===== src/verilog/sdr_pkg.sv =====
`default_nettype none
package sdr_pkg;
	// link request selectors
	localparam logic [1:0] SEL_CARD_DATA = 2'h0;
	localparam logic [1:0] SEL_ADDR      = 2'h1;
	localparam logic [1:0] SEL_STATUS    = 2'h2;
	localparam logic [1:0] SEL_PUBLISH   = 2'h3;
	// layout version codes
	localparam logic [1:0] LAYOUT_V1 = 2'h0;
	localparam logic [1:0] LAYOUT_V2 = 2'h1;
	// card-specific data field positions (lsb)
	localparam int P_LAYOUT   = 126;
	localparam int P_ACC_TIME = 112;
	localparam int P_ACC_CLKS = 104;
	localparam int P_RATE     = 96;
	localparam int P_CLASSES  = 84;
	localparam int P_RBL_LEN  = 80;
	localparam int P_RD_PART  = 79;
	localparam int P_WR_MIS   = 78;
	localparam int P_RD_MIS   = 77;
	localparam int P_DSR      = 76;
	localparam int P_CSIZE_V2 = 48;
	localparam int P_CSIZE_V1 = 62;
	localparam int P_CURR     = 50;
	localparam int P_MULT     = 47;
	localparam int P_ERASE_EN = 46;
	localparam int P_SECTOR   = 39;
	localparam int P_WP_SIZE  = 32;
	localparam int P_WP_EN    = 31;
	localparam int P_R2W      = 26;
	localparam int P_WBL_LEN  = 22;
	localparam int P_WR_PART  = 21;
	localparam int P_FF_GRP   = 15;
	localparam int P_COPY     = 14;
	localparam int P_PERM_WP  = 13;
	localparam int P_TMP_WP   = 12;
	localparam int P_FF       = 10;
	localparam int P_CRC      = 1;
	localparam int CRC_BITS   = 120;
	// fixed field values
	localparam logic [7:0]  ACC_TIME_1P5MS = 8'h26;
	localparam logic [7:0]  ACC_CLKS_ZERO  = 8'h00;
	localparam int          ACC_CLKS_SCALE = 100;
	localparam logic [7:0]  RATE_25MHZ     = 8'h32;
	localparam logic [7:0]  RATE_50MHZ     = 8'h5a;
	localparam logic [11:0] CLASSES_V2     = 12'h05b5;
	localparam logic [11:0] CLASSES_V1_ALL = 12'h0fff;
	localparam logic [6:0]  SECTOR_32BLK = 7'h1f;
	localparam logic [6:0]  WP_128SECT   = 7'h7f;
	localparam logic [2:0]  R2W_X16      = 3'h4;
	localparam logic [3:0]  BL_LEN_512   = 4'h9;
	localparam logic [6:0]  CRC7_POLY    = 7'h09;
	// host register offsets
	localparam logic [7:0] OFS_CTRL   = 8'h00;
	localparam logic [7:0] OFS_STAT   = 8'h04;
	localparam logic [7:0] OFS_DATA   = 8'h08;
	localparam logic [7:0] OFS_INFO   = 8'h0c;
	localparam logic [7:0] OFS_CAP    = 8'h10;
	localparam logic [7:0] OFS_EXTRA  = 8'h14;
	localparam logic [1:0] HTRANS_NSQ = 2'h2;
endpackage
`default_nettype wire


===== src/verilog/sdr_link_if.sv =====
`timescale 1ns/1ps
`default_nettype none
interface sdr_link_if;
	logic        req_valid;
	logic [1:0]  req_sel;
	logic [1:0]  req_index;
	logic        spi_mode;
	logic        high_speed;
	logic        rsp_valid;
	logic [31:0] rsp_data;
	modport dev (
		input  req_valid, req_sel, req_index, spi_mode, high_speed,
		output rsp_valid, rsp_data
	);
	modport host (
		output req_valid, req_sel, req_index, spi_mode, high_speed,
		input  rsp_valid, rsp_data
	);
endinterface
`default_nettype wire


===== src/verilog/sdr_crc7.sv =====
`timescale 1ns/1ps
`default_nettype none
module sdr_crc7
	import sdr_pkg::*;
(
	input  wire logic       core_clk,
	input  wire logic       rst_n,
	input  wire logic       clear,
	input  wire logic       shift,
	input  wire logic       bit_in,
	output logic [6:0]      crc
);
	logic [6:0] crc_r;
	logic       fb;
	logic [6:0] crc_nxt;

	// serial divide by x^7 + x^3 + 1, message msb first
	assign fb      = bit_in ^ crc_r[6];
	assign crc_nxt = {crc_r[5:0], 1'b0} ^ (fb ? CRC7_POLY : 7'h00);
	assign crc     = crc_r;

	always_ff @(posedge core_clk) begin
		if (!rst_n || clear)
			crc_r <= 7'h00;
		else if (shift)
			crc_r <= crc_nxt;
	end
endmodule
`default_nettype wire


===== src/verilog/sdr_card.sv =====
// Our own choices: the register offsets and the AHB-Lite interface to the registers.
`timescale 1ns/1ps
`default_nettype none
// Summary of operation
// - layout version 0 standard, 1 high capacity
// - host decodes fields by layout version
// - time-based read access is 1.5 ms
// - clock-based access reads 0, host scales 100
// - rate field 25 MHz default, 50 high-speed
// - command classes by layout version
// - partial reads allowed, partial writes not
// - no read or write block misalignment
// - single-block erase on, 32-block sectors
// - protect groups on, 128 sectors each
// - protection flags clear, copy flag set
// - last register bit always reads 1
// - 16-bit relative address from identification
// - status returned through card state register
// - SPI mode keeps register formats unchanged
// - SPI mode status uses shorter format
// - checksum is CRC7 with x^7+x^3+1
module sdr_card
	import sdr_pkg::*;
#(
	parameter bit          HIGH_CAP    = 1'b1,
	parameter logic [21:0] CSIZE_V2    = 22'h00_3b37,
	parameter logic [11:0] CSIZE_V1    = 12'h0fff,
	parameter logic [2:0]  CSIZE_MULT  = 3'h7,
	parameter logic [3:0]  BL_LEN_V1   = 4'h9,
	parameter logic [11:0] CURRENT_SET = 12'h0fff
)
(
	input  wire logic         core_clk,
	input  wire logic         rst_n,
	sdr_link_if.dev           link,
	input  wire logic [31:0]  card_state_register,
	input  wire logic [15:0]  proposed_address,
	output logic [15:0]       relative_address,
	output logic              data_ready
);
	typedef enum logic [2:0] {
		ST_CRC  = 3'b001,
		ST_IDLE = 3'b010,
		ST_RESP = 3'b100
	} sdr_card_st_t;

	sdr_card_st_t  state_r;
	sdr_card_st_t  state_nxt;
	logic [6:0]    cnt_r;
	logic [6:0]    cnt_nxt;
	logic          hs_r;
	logic [6:0]    crc_r;
	logic [6:0]    crc_w;
	logic [15:0]   addr_r;
	logic [31:0]   rsp_data_r;
	logic          rsp_valid_r;
	logic [127:0]  info_w;
	logic [127:0]  info_out;
	logic [1:0]    layout_version_field;
	logic [7:0]    max_transfer_rate_field;
	logic [11:0]   command_class_field;
	logic [3:0]    bl_len;
	logic          crc_shift;
	logic          crc_bit;
	logic          take;
	logic          hs_change;
	logic [31:0]   info_word;
	logic [31:0]   status_word;
	logic [31:0]   answer;

	// capacity picks the layout once, at build time
	assign layout_version_field = HIGH_CAP ? LAYOUT_V2 : LAYOUT_V1;
	assign max_transfer_rate_field = hs_r ? RATE_50MHZ : RATE_25MHZ;
	assign command_class_field =
		HIGH_CAP ? CLASSES_V2 : CLASSES_V1_ALL;
	assign bl_len = HIGH_CAP ? BL_LEN_512 : BL_LEN_V1;

	// register content; only the rate field follows the link, through the speed grade in hs_r
	always_comb begin
		info_w = '0;
		info_w[P_LAYOUT +: 2] = layout_version_field;
		info_w[P_ACC_TIME +: 8] = ACC_TIME_1P5MS;
		info_w[P_ACC_CLKS +: 8] = ACC_CLKS_ZERO;
		info_w[P_RATE +: 8] = max_transfer_rate_field;
		info_w[P_CLASSES +: 12] = command_class_field;
		info_w[P_RBL_LEN +: 4] = bl_len;
		info_w[P_RD_PART] = 1'b1;
		info_w[P_WR_MIS] = 1'b0;
		info_w[P_RD_MIS] = 1'b0;
		info_w[P_DSR] = 1'b0;
		if (HIGH_CAP) begin
			info_w[P_CSIZE_V2 +: 22] = CSIZE_V2;
		end else begin
			info_w[P_CSIZE_V1 +: 12] = CSIZE_V1;
			info_w[P_CURR +: 12] = CURRENT_SET;
			info_w[P_MULT +: 3] = CSIZE_MULT;
		end
		info_w[P_ERASE_EN] = 1'b1;
		info_w[P_SECTOR +: 7] = SECTOR_32BLK;
		info_w[P_WP_SIZE +: 7] = WP_128SECT;
		info_w[P_WP_EN] = 1'b1;
		info_w[P_R2W +: 3] = R2W_X16;
		info_w[P_WBL_LEN +: 4] = bl_len;
		info_w[P_WR_PART] = 1'b0;
		info_w[P_FF_GRP] = 1'b0;
		info_w[P_COPY] = 1'b1;
		info_w[P_PERM_WP] = 1'b0;
		info_w[P_TMP_WP] = 1'b0;
		info_w[P_FF +: 2] = 2'h0;
	end

	// checksum is appended, then the fixed trailing one
	assign info_out = {info_w[127:8], crc_r, 1'b1};

	// serial checksum over the 120 leading bits, msb first
	assign crc_shift = (state_r == ST_CRC);
	assign crc_bit   = info_w[7'd127 - cnt_r];

	sdr_crc7 u_crc (
		.core_clk (core_clk),
		.rst_n    (rst_n),
		.clear    (state_r != ST_CRC),
		.shift    (crc_shift),
		.bit_in   (crc_bit),
		.crc      (crc_w)
	);

	// a new speed grade changes the rate field, so redo the checksum
	assign hs_change = (link.high_speed != hs_r);
	assign take = (state_r == ST_IDLE) && link.req_valid && !hs_change;

	always_comb begin
		state_nxt = state_r;
		cnt_nxt   = cnt_r;
		case (state_r)
			ST_CRC: begin
				cnt_nxt = cnt_r + 7'd1;
				if (cnt_r == 7'(CRC_BITS - 1))
					state_nxt = ST_IDLE;
			end
			ST_IDLE: begin
				cnt_nxt = 7'd0;
				if (hs_change)
					state_nxt = ST_CRC;
				else if (take)
					state_nxt = ST_RESP;
			end
			ST_RESP: begin
				state_nxt = ST_IDLE;
			end
			default: begin
				state_nxt = ST_CRC;
				cnt_nxt   = 7'd0;
			end
		endcase
	end

	// word 3 carries the top bits; same image in both bus modes
	assign info_word = info_out[{link.req_index, 5'd0} +: 32];

	// short form keeps the low half of the status word
	assign status_word = link.spi_mode ?
		{16'h0000, card_state_register[15:0]} :
		card_state_register;

	assign answer = (link.req_sel == SEL_CARD_DATA) ? info_word :
	                (link.req_sel == SEL_ADDR)      ? {addr_r, 16'h0000} :
	                (link.req_sel == SEL_STATUS)    ? status_word :
	                {proposed_address, 16'h0000};

	always_ff @(posedge core_clk) begin
		if (!rst_n) begin
			state_r <= ST_CRC;
			cnt_r   <= 7'd0;
			hs_r    <= 1'b0;
		end else begin
			state_r <= state_nxt;
			cnt_r   <= cnt_nxt;
			if (state_r == ST_IDLE && hs_change)
				hs_r <= link.high_speed;
		end
	end

	always_ff @(posedge core_clk) begin
		if (!rst_n) begin
			crc_r <= 7'h00;
		end else if (state_r == ST_CRC && cnt_r == 7'(CRC_BITS - 1)) begin
			crc_r <= crc_nxt_final(crc_w, crc_bit);
		end
	end

	// last shift is folded in here so the result lands with the state
	function automatic logic [6:0] crc_nxt_final(
		input logic [6:0] c,
		input logic       b
	);
		crc_nxt_final = {c[5:0], 1'b0} ^ ((b ^ c[6]) ? CRC7_POLY : 7'h00);
	endfunction

	always_ff @(posedge core_clk) begin
		if (!rst_n) begin
			addr_r      <= 16'h0000;
			rsp_valid_r <= 1'b0;
			rsp_data_r  <= 32'h0000_0000;
		end else begin
			rsp_valid_r <= take;
			if (take)
				rsp_data_r <= answer;
			if (take && link.req_sel == SEL_PUBLISH)
				addr_r <= proposed_address;
		end
	end

	assign link.rsp_valid = rsp_valid_r;
	assign link.rsp_data  = rsp_data_r;
	assign relative_address = addr_r;
	assign data_ready = (state_r != ST_CRC);
endmodule
`default_nettype wire


===== src/flat_wrapper.sv =====
// flat-port wrapper written by rule: the top's interface ports become plain ports
module sdr_card_flat import sdr_pkg::*;
#(
	parameter bit          HIGH_CAP    = 1'b1,
	parameter logic [21:0] CSIZE_V2    = 22'h00_3b37,
	parameter logic [11:0] CSIZE_V1    = 12'h0fff,
	parameter logic [2:0]  CSIZE_MULT  = 3'h7,
	parameter logic [3:0]  BL_LEN_V1   = 4'h9,
	parameter logic [11:0] CURRENT_SET = 12'h0fff
)
  (core_clk, rst_n, card_state_register, proposed_address, relative_address, data_ready, link_req_valid, link_req_sel, link_req_index, link_spi_mode, link_high_speed, link_rsp_valid, link_rsp_data);
  sdr_link_if link_i ();
  input  wire logic core_clk;
  input  wire logic rst_n;
  input  wire logic [31:0] card_state_register;
  input  wire logic [15:0] proposed_address;
  output logic [15:0] relative_address;
  output logic data_ready;
  input wire logic [$bits(link_i.req_valid)-1:0] link_req_valid;
  input wire logic [$bits(link_i.req_sel)-1:0] link_req_sel;
  input wire logic [$bits(link_i.req_index)-1:0] link_req_index;
  input wire logic [$bits(link_i.spi_mode)-1:0] link_spi_mode;
  input wire logic [$bits(link_i.high_speed)-1:0] link_high_speed;
  output wire logic [$bits(link_i.rsp_valid)-1:0] link_rsp_valid;
  output wire logic [$bits(link_i.rsp_data)-1:0] link_rsp_data;
  assign link_i.req_valid = link_req_valid;
  assign link_i.req_sel = link_req_sel;
  assign link_i.req_index = link_req_index;
  assign link_i.spi_mode = link_spi_mode;
  assign link_i.high_speed = link_high_speed;
  assign link_rsp_valid = link_i.rsp_valid;
  assign link_rsp_data = link_i.rsp_data;
  sdr_card #(.HIGH_CAP(HIGH_CAP), .CSIZE_V2(CSIZE_V2), .CSIZE_V1(CSIZE_V1), .CSIZE_MULT(CSIZE_MULT), .BL_LEN_V1(BL_LEN_V1), .CURRENT_SET(CURRENT_SET)) u_core (.core_clk(core_clk), .rst_n(rst_n), .link(link_i), .card_state_register(card_state_register), .proposed_address(proposed_address), .relative_address(relative_address), .data_ready(data_ready));
endmodule

===== config.mk =====
export PLATFORM = sky130hd
export DESIGN_NAME = sdr_card_flat
export DESIGN_NICKNAME = d
export VERILOG_FILES = /design/src/verilog/sdr_pkg.sv /design/src/verilog/sdr_link_if.sv /design/src/verilog/sdr_crc7.sv /design/src/verilog/sdr_card.sv /design/src/flat_wrapper.sv
export SDC_FILE = /design/constraint.sdc
export NUM_CORES = 1
export LEC_CHECK = 0
export ABC_AREA = 1
export BUFFER_PORTS_ARGS = -buffer_cell sky130_fd_sc_hd__buf_4
export CORE_AREA = 2 2 105 107
export DETAILED_ROUTE_END_ITERATION = 8
export DIE_AREA = 0 0 107 109
export PLACE_DENSITY = 0.69
export SETUP_SLACK_MARGIN = 0.02
export SYNTH_ARGS = -nofsm -noshare
export SYNTH_HDL_FRONTEND = slang
export SYNTH_SLANG_ARGS = --single-unit

===== constraint.sdc =====
create_clock -name core_clk -period 3.9 [get_ports core_clk]
set_clock_uncertainty 0.05 [all_clocks]
set_input_delay 0.78 -clock core_clk [delete_from_list [all_inputs] [get_ports core_clk]]
set_output_delay 0.78 -clock core_clk [all_outputs]
set_load 0.02 [all_outputs]

==> results.toml, run 1 <==
[sta]
slew_violations = 0
timing.fmax_mhz = 445.5
timing.final.crit_share_pct = 57.56
fin_tns_setup_ns = 0
hold_ws_ns = 0.4010
timing.final.hold_violations = 0
timing.final.crit_period_ns = 2.245
worst_slack_ns = 1.655
slew_headroom_pct = 44.64
setup_violations = 0
worstMarginPinSlew_ns = 0.8240
rsz0062_at_grt = "no"

[place]
finalWeightedCongestion = 0.8734
dp.final_hpwl_um = 7421
dpl_worst_slack_ns = 1.407
port-buffer-count = 106

[floorplan]
start_util_pct = 33.77
boundaryPins = 107
die_area_um2 = 11660
rows = 38
die_height_um = 109
dieWidth_um = 107
core_um2 = 10600

[clock_tree]
worstSkewPairLatency_ns = 0.34
cts-htree-levels = 3
ctsResizeCount = 0
clkSlewWorstSetupHoldPaths_ns = 0.07
ctsHoldBuffers = 0
cts.root.buffer_cell = "sky130_fd_sc_hd__clkbuf_8"
tritoncts_num_sinks = 74
cts_tree = "done"
cts_buffer_depth = 2
post_cts.repair.setup_buffers = 0
cts-buffers-inserted = 9

[worst_setup_path]
timing.setup.critical_path_class = "flip-flop to primary output"
timing.critical_path.from_type = "flip-flop"
cp.arrival_ns = 1.41
worst-path-max-fanout = 8
path_cells = "nor3_4 -> inv_1 -> buf_4"
crit_required_ns = 3.07
critical-path-slowest-cell = "sky130_fd_sc_hd__dfxtp_1"
max_stage_delay_ns = 0.36
critical_path.endpoint_type = "primary output"

[pwr]
vdd.ir_drop.worst_uv = 206.1
net-switching-power_mw = 0.3972
clock_power_share_pct = 40.6
switching_share_pct = 24.53
seqPwrFrac_pct = 47.9
power.combinational.fraction_pct = 11.4
internal_power_mw = 1.222
p_leak_nw = 2.074
power.density_nw_per_um2 = 348.5

[finish]
num-fill-cells = 1076
register_area_um2 = 1481
final_nets = 650
layout-area-overhead-vs-synth_pct = 29.77
n_antenna_cell = 0
multi_input_logic_area_um2 = 1810
final_layout_size_suffix_gt1_share_pct = 25.13

[grt]
global_route.overflow_total = 0
grt_max_degree = 51
grt_use_total_pct = 17.48
antenna_found_initial = 0
grt_pass1_vias = 3426
grt_pass1_wl_um = 16370

[drt]
routed_via_density = 5.011
antenna_violating_nets_post_route = 0
first_pass_iters = 5
routed_length_per_instance_um = 13.75
met2WireLength_um = 4837
drc = 0
drt_iter0_markers = 210
wl_met3_um = 733
highest-signal-layer = "met4"
route.layer.met1.wl_um = 4362
routed_wl_um = 10020
vias = 3653

[synth]
number_of_synthesized_flops_with_an_enable_pin = 0
post_synth_instance_area_um2 = 3581
synth_largest_type_area_fraction_pct = 41.37
seq_area_frac_synth_pct = 41.37
postSynthRegisterBits = 74
synth.net_count = 553
syn_area_per_cell_um2 = 7.353
netlist_top_cells_area = "sky130_fd_sc_hd__dfxtp_1 41%, sky130_fd_sc_hd__nand2_1 8.9%, sky130_fd_sc_hd__nand3_1 6.6%, sky130_fd_sc_hd__nor2_1 6.5%, sky130_fd_sc_hd__o21ai_0 5.6%"
yosys.area.top_type = "sky130_fd_sc_hd__dfxtp_1"
post-synth-top-count-cell = "sky130_fd_sc_hd__nand2_1"
syn-instance-count = 487
postSynth.asyncResetShare_pct = 0
ys_warn_count = 0
number_of_unique_standard_cell_types_used_by_synthesis = 36
synthTopCellsByCount = "85 x sky130_fd_sc_hd__nand2_1, 74 x sky130_fd_sc_hd__dfxtp_1, 62 x sky130_fd_sc_hd__nor2_1"
yosys_most_used_dff = "sky130_fd_sc_hd__dfxtp_1"

[hold_path]
hp-class = "flip-flop to flip-flop"

[run_status]
outcome = "completed"

[run]
max-cap-violations = 0
[critical path, delay by kind of cell, from the launching register on]
| kind | cells | cell delay, ns |
|---|---|---|
| buf+inv | 2 | 0.39 |
| simple gates | 1 | 0.32 |
| flops | 1 | 0.36 |
[flip-flops by register name, indices dropped and copies added (netlist names)]
register and count:
u_core.u_crc.crc 7, u_core.crc_r 7, u_core.cnt_r 7, u_core.link.rsp_valid 1, u_core.relative_address 16, u_core.state_r 3
u_core.hs_r 1, u_core.link.rsp_data 32
[power by group through the flow]
| stage | Combinational [mW] | Sequential (mW) | Clock (mW) |
|---|---|---|---|
| floorplan | 0.109 | 0.789 | 0 |
| global placement | 0.184 | 0.793 | 0 |
| detailed placement | 0.185 | 0.794 | 0 |
| CTS | 0.186 | 0.776 | 0.672 |
| global route | 0.208 | 0.778 | 0.711 |
| finish | 0.185 | 0.776 | 0.658 |
[area by class of cell]
class	instances	area share, %
Clock buffer	12	3.123
Inverter	37	3.043
Tap cell	140	3.770
Multi-Input combinational cell	353	38.96
Clock inverter	4	1.616
Sequential cell	74	31.88
Timing Repair Buffer	109	17.61
[routing by layer]
metal  global-route usage (%)  vias up
met3                    4.662       10
li1                         -     1837
met4                    5.195        0
met1                    21.82     1683
met5                        0        -
met2                    29.66      123
[stage by stage]
step / instance area [µm²] / power (mW) / util [%] / cells
after floorplan: 3581 / 0.8986 / - / 487
after global placement: 4427 / 0.9769 / 41.75 / 713
after detailed placement: 4427 / 0.9789 / 41.75 / 713
after CTS: 4647 / 1.634 / 43.83 / 729
after global routing: 4647 / 1.698 / 43.83 / 729
final: 4647 / 1.620 / 43.83 / 729
[layout by cell type (no fill, tap or decap), types with 2 or more instances in the layout]
cell type	count
sky130_fd_sc_hd__a211oi_1	3
sky130_fd_sc_hd__a21oi_1	34
sky130_fd_sc_hd__a21oi_2	2
sky130_fd_sc_hd__a31oi_1	10
sky130_fd_sc_hd__a41oi_2	2
sky130_fd_sc_hd__buf_4	109
sky130_fd_sc_hd__bufinv_16	2
sky130_fd_sc_hd__clkbuf_1	2
sky130_fd_sc_hd__clkbuf_8	10
sky130_fd_sc_hd__clkinvlp_4	2
sky130_fd_sc_hd__dfxtp_1	74
sky130_fd_sc_hd__ha_1	9
sky130_fd_sc_hd__inv_1	30
sky130_fd_sc_hd__inv_2	5
sky130_fd_sc_hd__nand2_1	85
sky130_fd_sc_hd__nand2_2	3
sky130_fd_sc_hd__nand3_1	47
sky130_fd_sc_hd__nand3_2	2
sky130_fd_sc_hd__nor2_1	62
sky130_fd_sc_hd__nor2_2	6
sky130_fd_sc_hd__nor3_1	4
sky130_fd_sc_hd__nor3_4	2
sky130_fd_sc_hd__o211ai_1	12
sky130_fd_sc_hd__o21ai_0	40
sky130_fd_sc_hd__o21ai_1	15
sky130_fd_sc_hd__o21ai_2	2
sky130_fd_sc_hd__o21bai_1	2
sky130_fd_sc_hd__o31ai_1	3
sky130_fd_sc_hd__or2_1	4
[logic make-up after synthesis]
family | count (synthesis) | synth area share, %
AND/OR/NAND/NOR | 216 | 26.45
flip-flops | 74 | 41.37
buffers and inverters | 60 | 8.071
XOR/XNOR | 1 | 0.2446
adder cells (fa/ha/maj) | 9 | 3.145
AO/OA/AOI/OAI | 127 | 20.72
[worst paths after layout]
kind                  startpoint                  endpoint  slack [ns]  cells past startpoint
max            u_core.state_r[1]                data_ready        1.66                      3
min          u_core.u_crc.crc[1]       u_core.u_crc.crc[2]        0.40                      2
max reg2reg    u_core.state_r[1]  u_core.link.rsp_data[16]        1.88                      7
min reg2reg  u_core.u_crc.crc[1]       u_core.u_crc.crc[2]        0.40                      2
Power figures use the tool's default switching activity.
==> run 2, diff against run 1 <==
Clock period 3.9 ns to 2.4 ns, I/O delays scaled along.
==> run 2 against run 1 <==
Net effect:
- die area stayed put
- non-clock buffer count is 2 higher
- flip-flop and latch count stayed put
- sequential share of layout area down 0.15 points
- via count increased by 2.5%
- worst hold slack got worse by 0.10 ns
- register-to-register slack worse by 1.5 ns
- critical path type is now flip-flop to flip-flop
==> results.toml, run 2 (same netlist as run 1, synthesis figures left out) <==
[drt]
routed_via_density = 5.120
antenna_violating_nets_post_route = 0
first_pass_iters = 4
routed_wl_um = 10250
drc = 0
drt_iter0_markers = 174
routed_length_per_instance_um = 14.02
vias = 3743

[sta]
timing.final.crit_share_pct = 84.59
timing.fmax_mhz = 492.6
slew_violations = 0
setup_violations = 0
rsz0062_at_grt = "no"
timing.final.hold_violations = 0
fin_tns_setup_ns = 0
hold_ws_ns = 0.3001
timing.final.crit_period_ns = 2.030
worstMarginPinSlew_ns = 0.7985
slew_headroom_pct = 46.36

[worst_setup_path]
cp.arrival_ns = 2.22
path_buf_inv = 2
critical_path.endpoint_type = "flip-flop"
worst_path_most_repeated_cell = "sky130_fd_sc_hd__nand2_1"
crit_required_ns = 2.59
critical-path-slowest-cell = "sky130_fd_sc_hd__dfxtp_1"
worst-path-max-fanout = 6
timing.critical_path.from_type = "flip-flop"
timing.setup.critical_path_class = "flip-flop to flip-flop"
max_stage_delay_ns = 0.42
path_cells = "inv_1 -> ha_1 -> nand2_1 -> nand2_1 -> nand3_1 -> nand2_1 -> a21oi_1 -> nand2_1 -> nand3_1 -> nand2_1 -> nand2_1 -> nand3_1 -> nand2_1 -> inv_1"
critical-path-top-delay-family = "simple AND/OR/NAND/NOR gates"

[pwr]
power.density_nw_per_um2 = 568.5
p_leak_nw = 2.089
vdd.ir_drop.worst_uv = 234.0
power.total_mw = 2.654

[finish]
num-fill-cells = 1034
layout-area-overhead-vs-synth_pct = 30.36
register_area_um2 = 1481
final_nets = 652
mostFrequentLayoutCell = "sky130_fd_sc_hd__buf_4"
final_layout_size_suffix_gt1_share_pct = 25.72
n_antenna_cell = 0
multi_input_logic_area_um2 = 1810
layout_common_cells = "111 x sky130_fd_sc_hd__buf_4, 85 x sky130_fd_sc_hd__nand2_1, 74 x sky130_fd_sc_hd__dfxtp_1"
largest_reg_flops = 32

[grt]
grt_use_total_pct = 17.69
grt_max_degree = 33
antenna_found_initial = 0
grt_pass1_vias = 3541
grt_pass1_wl_um = 16550
global_route.overflow_total = 0

[clock_tree]
cts-buffers-inserted = 9
post_cts.repair.setup_buffers = 0
ctsResizeCount = 0
ctsHoldBuffers = 0
tritoncts_num_sinks = 74
cts.root.buffer_cell = "sky130_fd_sc_hd__clkbuf_8"
clkSlewWorstSetupHoldPaths_ns = 0.09
worstSkewPairLatency_ns = 0.35
cts-htree-levels = 3
cts_buffer_depth = 2
cts_tree = "done"

[floorplan]
die_height_um = 109
die_area_um2 = 11660
rows = 38
dieWidth_um = 107
boundaryPins = 107
core_um2 = 10600
start_util_pct = 33.77

[run]
max-cap-violations = 0

[place]
finalWeightedCongestion = 0.9497
dp.final_hpwl_um = 7663
port-buffer-count = 106

[hold_path]
hp-class = "input pin to flip-flop"

[run_status]
outcome = "completed"
[run 2: cell types whose count changed in the layout (fill, tap and decap cells not counted)]
cell                       before  now
sky130_fd_sc_hd__clkinv_2       0    1
sky130_fd_sc_hd__buf_4        109  111
sky130_fd_sc_hd__clkbuf_1       2    0
sky130_fd_sc_hd__inv_6          0    1
[run 2: power breakdown]
group          leakage, nW  total (mW)  switching [mW]  internal, mW
Clock                0.109        1.09           0.472         0.615
Sequential           0.597        1.26          0.0167          1.24
Combinational         1.38       0.307           0.178         0.129
Total                 2.09        2.65           0.666          1.99
[run 2: cell type report]
cell class	count	area share, %
clock buffers	10	2.948
clock inverters	6	1.903
inverters	37	3.029
multi-input cells	353	38.78
flip-flops and latches	74	31.73
well taps	140	3.752
repair buffers	111	17.85
[run 2: worst paths after layout]
check	start	endpoint	slack, ns	cells after the start
min	card_state_register[12]	u_core.link.rsp_data[12]	0.30	3
max	u_core.cnt_r[0]	u_core.crc_r[3]	0.37	14
max reg2reg	u_core.cnt_r[0]	u_core.crc_r[3]	0.37	14
min reg2reg	u_core.u_crc.crc[0]	u_core.u_crc.crc[1]	0.39	2
[run 2: worst reg2reg max path, cell delays in order, from the launching register on]
cell and delay (ns):
sky130_fd_sc_hd__dfxtp_1 0.42, sky130_fd_sc_hd__inv_1 0.14, sky130_fd_sc_hd__ha_1 0.34, sky130_fd_sc_hd__nand2_1 0.10, sky130_fd_sc_hd__nand2_1 0.06, sky130_fd_sc_hd__nand3_1 0.09, sky130_fd_sc_hd__nand2_1 0.06, sky130_fd_sc_hd__a21oi_1 0.12
sky130_fd_sc_hd__nand2_1 0.08, sky130_fd_sc_hd__nand3_1 0.13, sky130_fd_sc_hd__nand2_1 0.07, sky130_fd_sc_hd__nand2_1 0.08, sky130_fd_sc_hd__nand3_1 0.07, sky130_fd_sc_hd__nand2_1 0.08, sky130_fd_sc_hd__inv_1 0.03
[run 2: through the flow]
step | setup WS (ns) | instance area [µm²] | instances | util [%]
floorplan | 0.6539 | 3581 | 487 | -
global placement | 0.4271 | 4442 | 715 | 41.89
detailed placement | 0.3294 | 4442 | 715 | 41.89
CTS | 0.3852 | 4668 | 731 | 44.03
global route | 0.1570 | 4668 | 731 | 44.03
finish | 0.3698 | 4668 | 731 | 44.03
[run 2: per-layer routing]
layer,up-vias,track usage (%),routed length [µm]
met1,1735,21.57,4388
met5,-,0,0
met2,152,30.39,5007
met3,16,4.124,709
met4,0,6.772,144
li1,1840,-,-
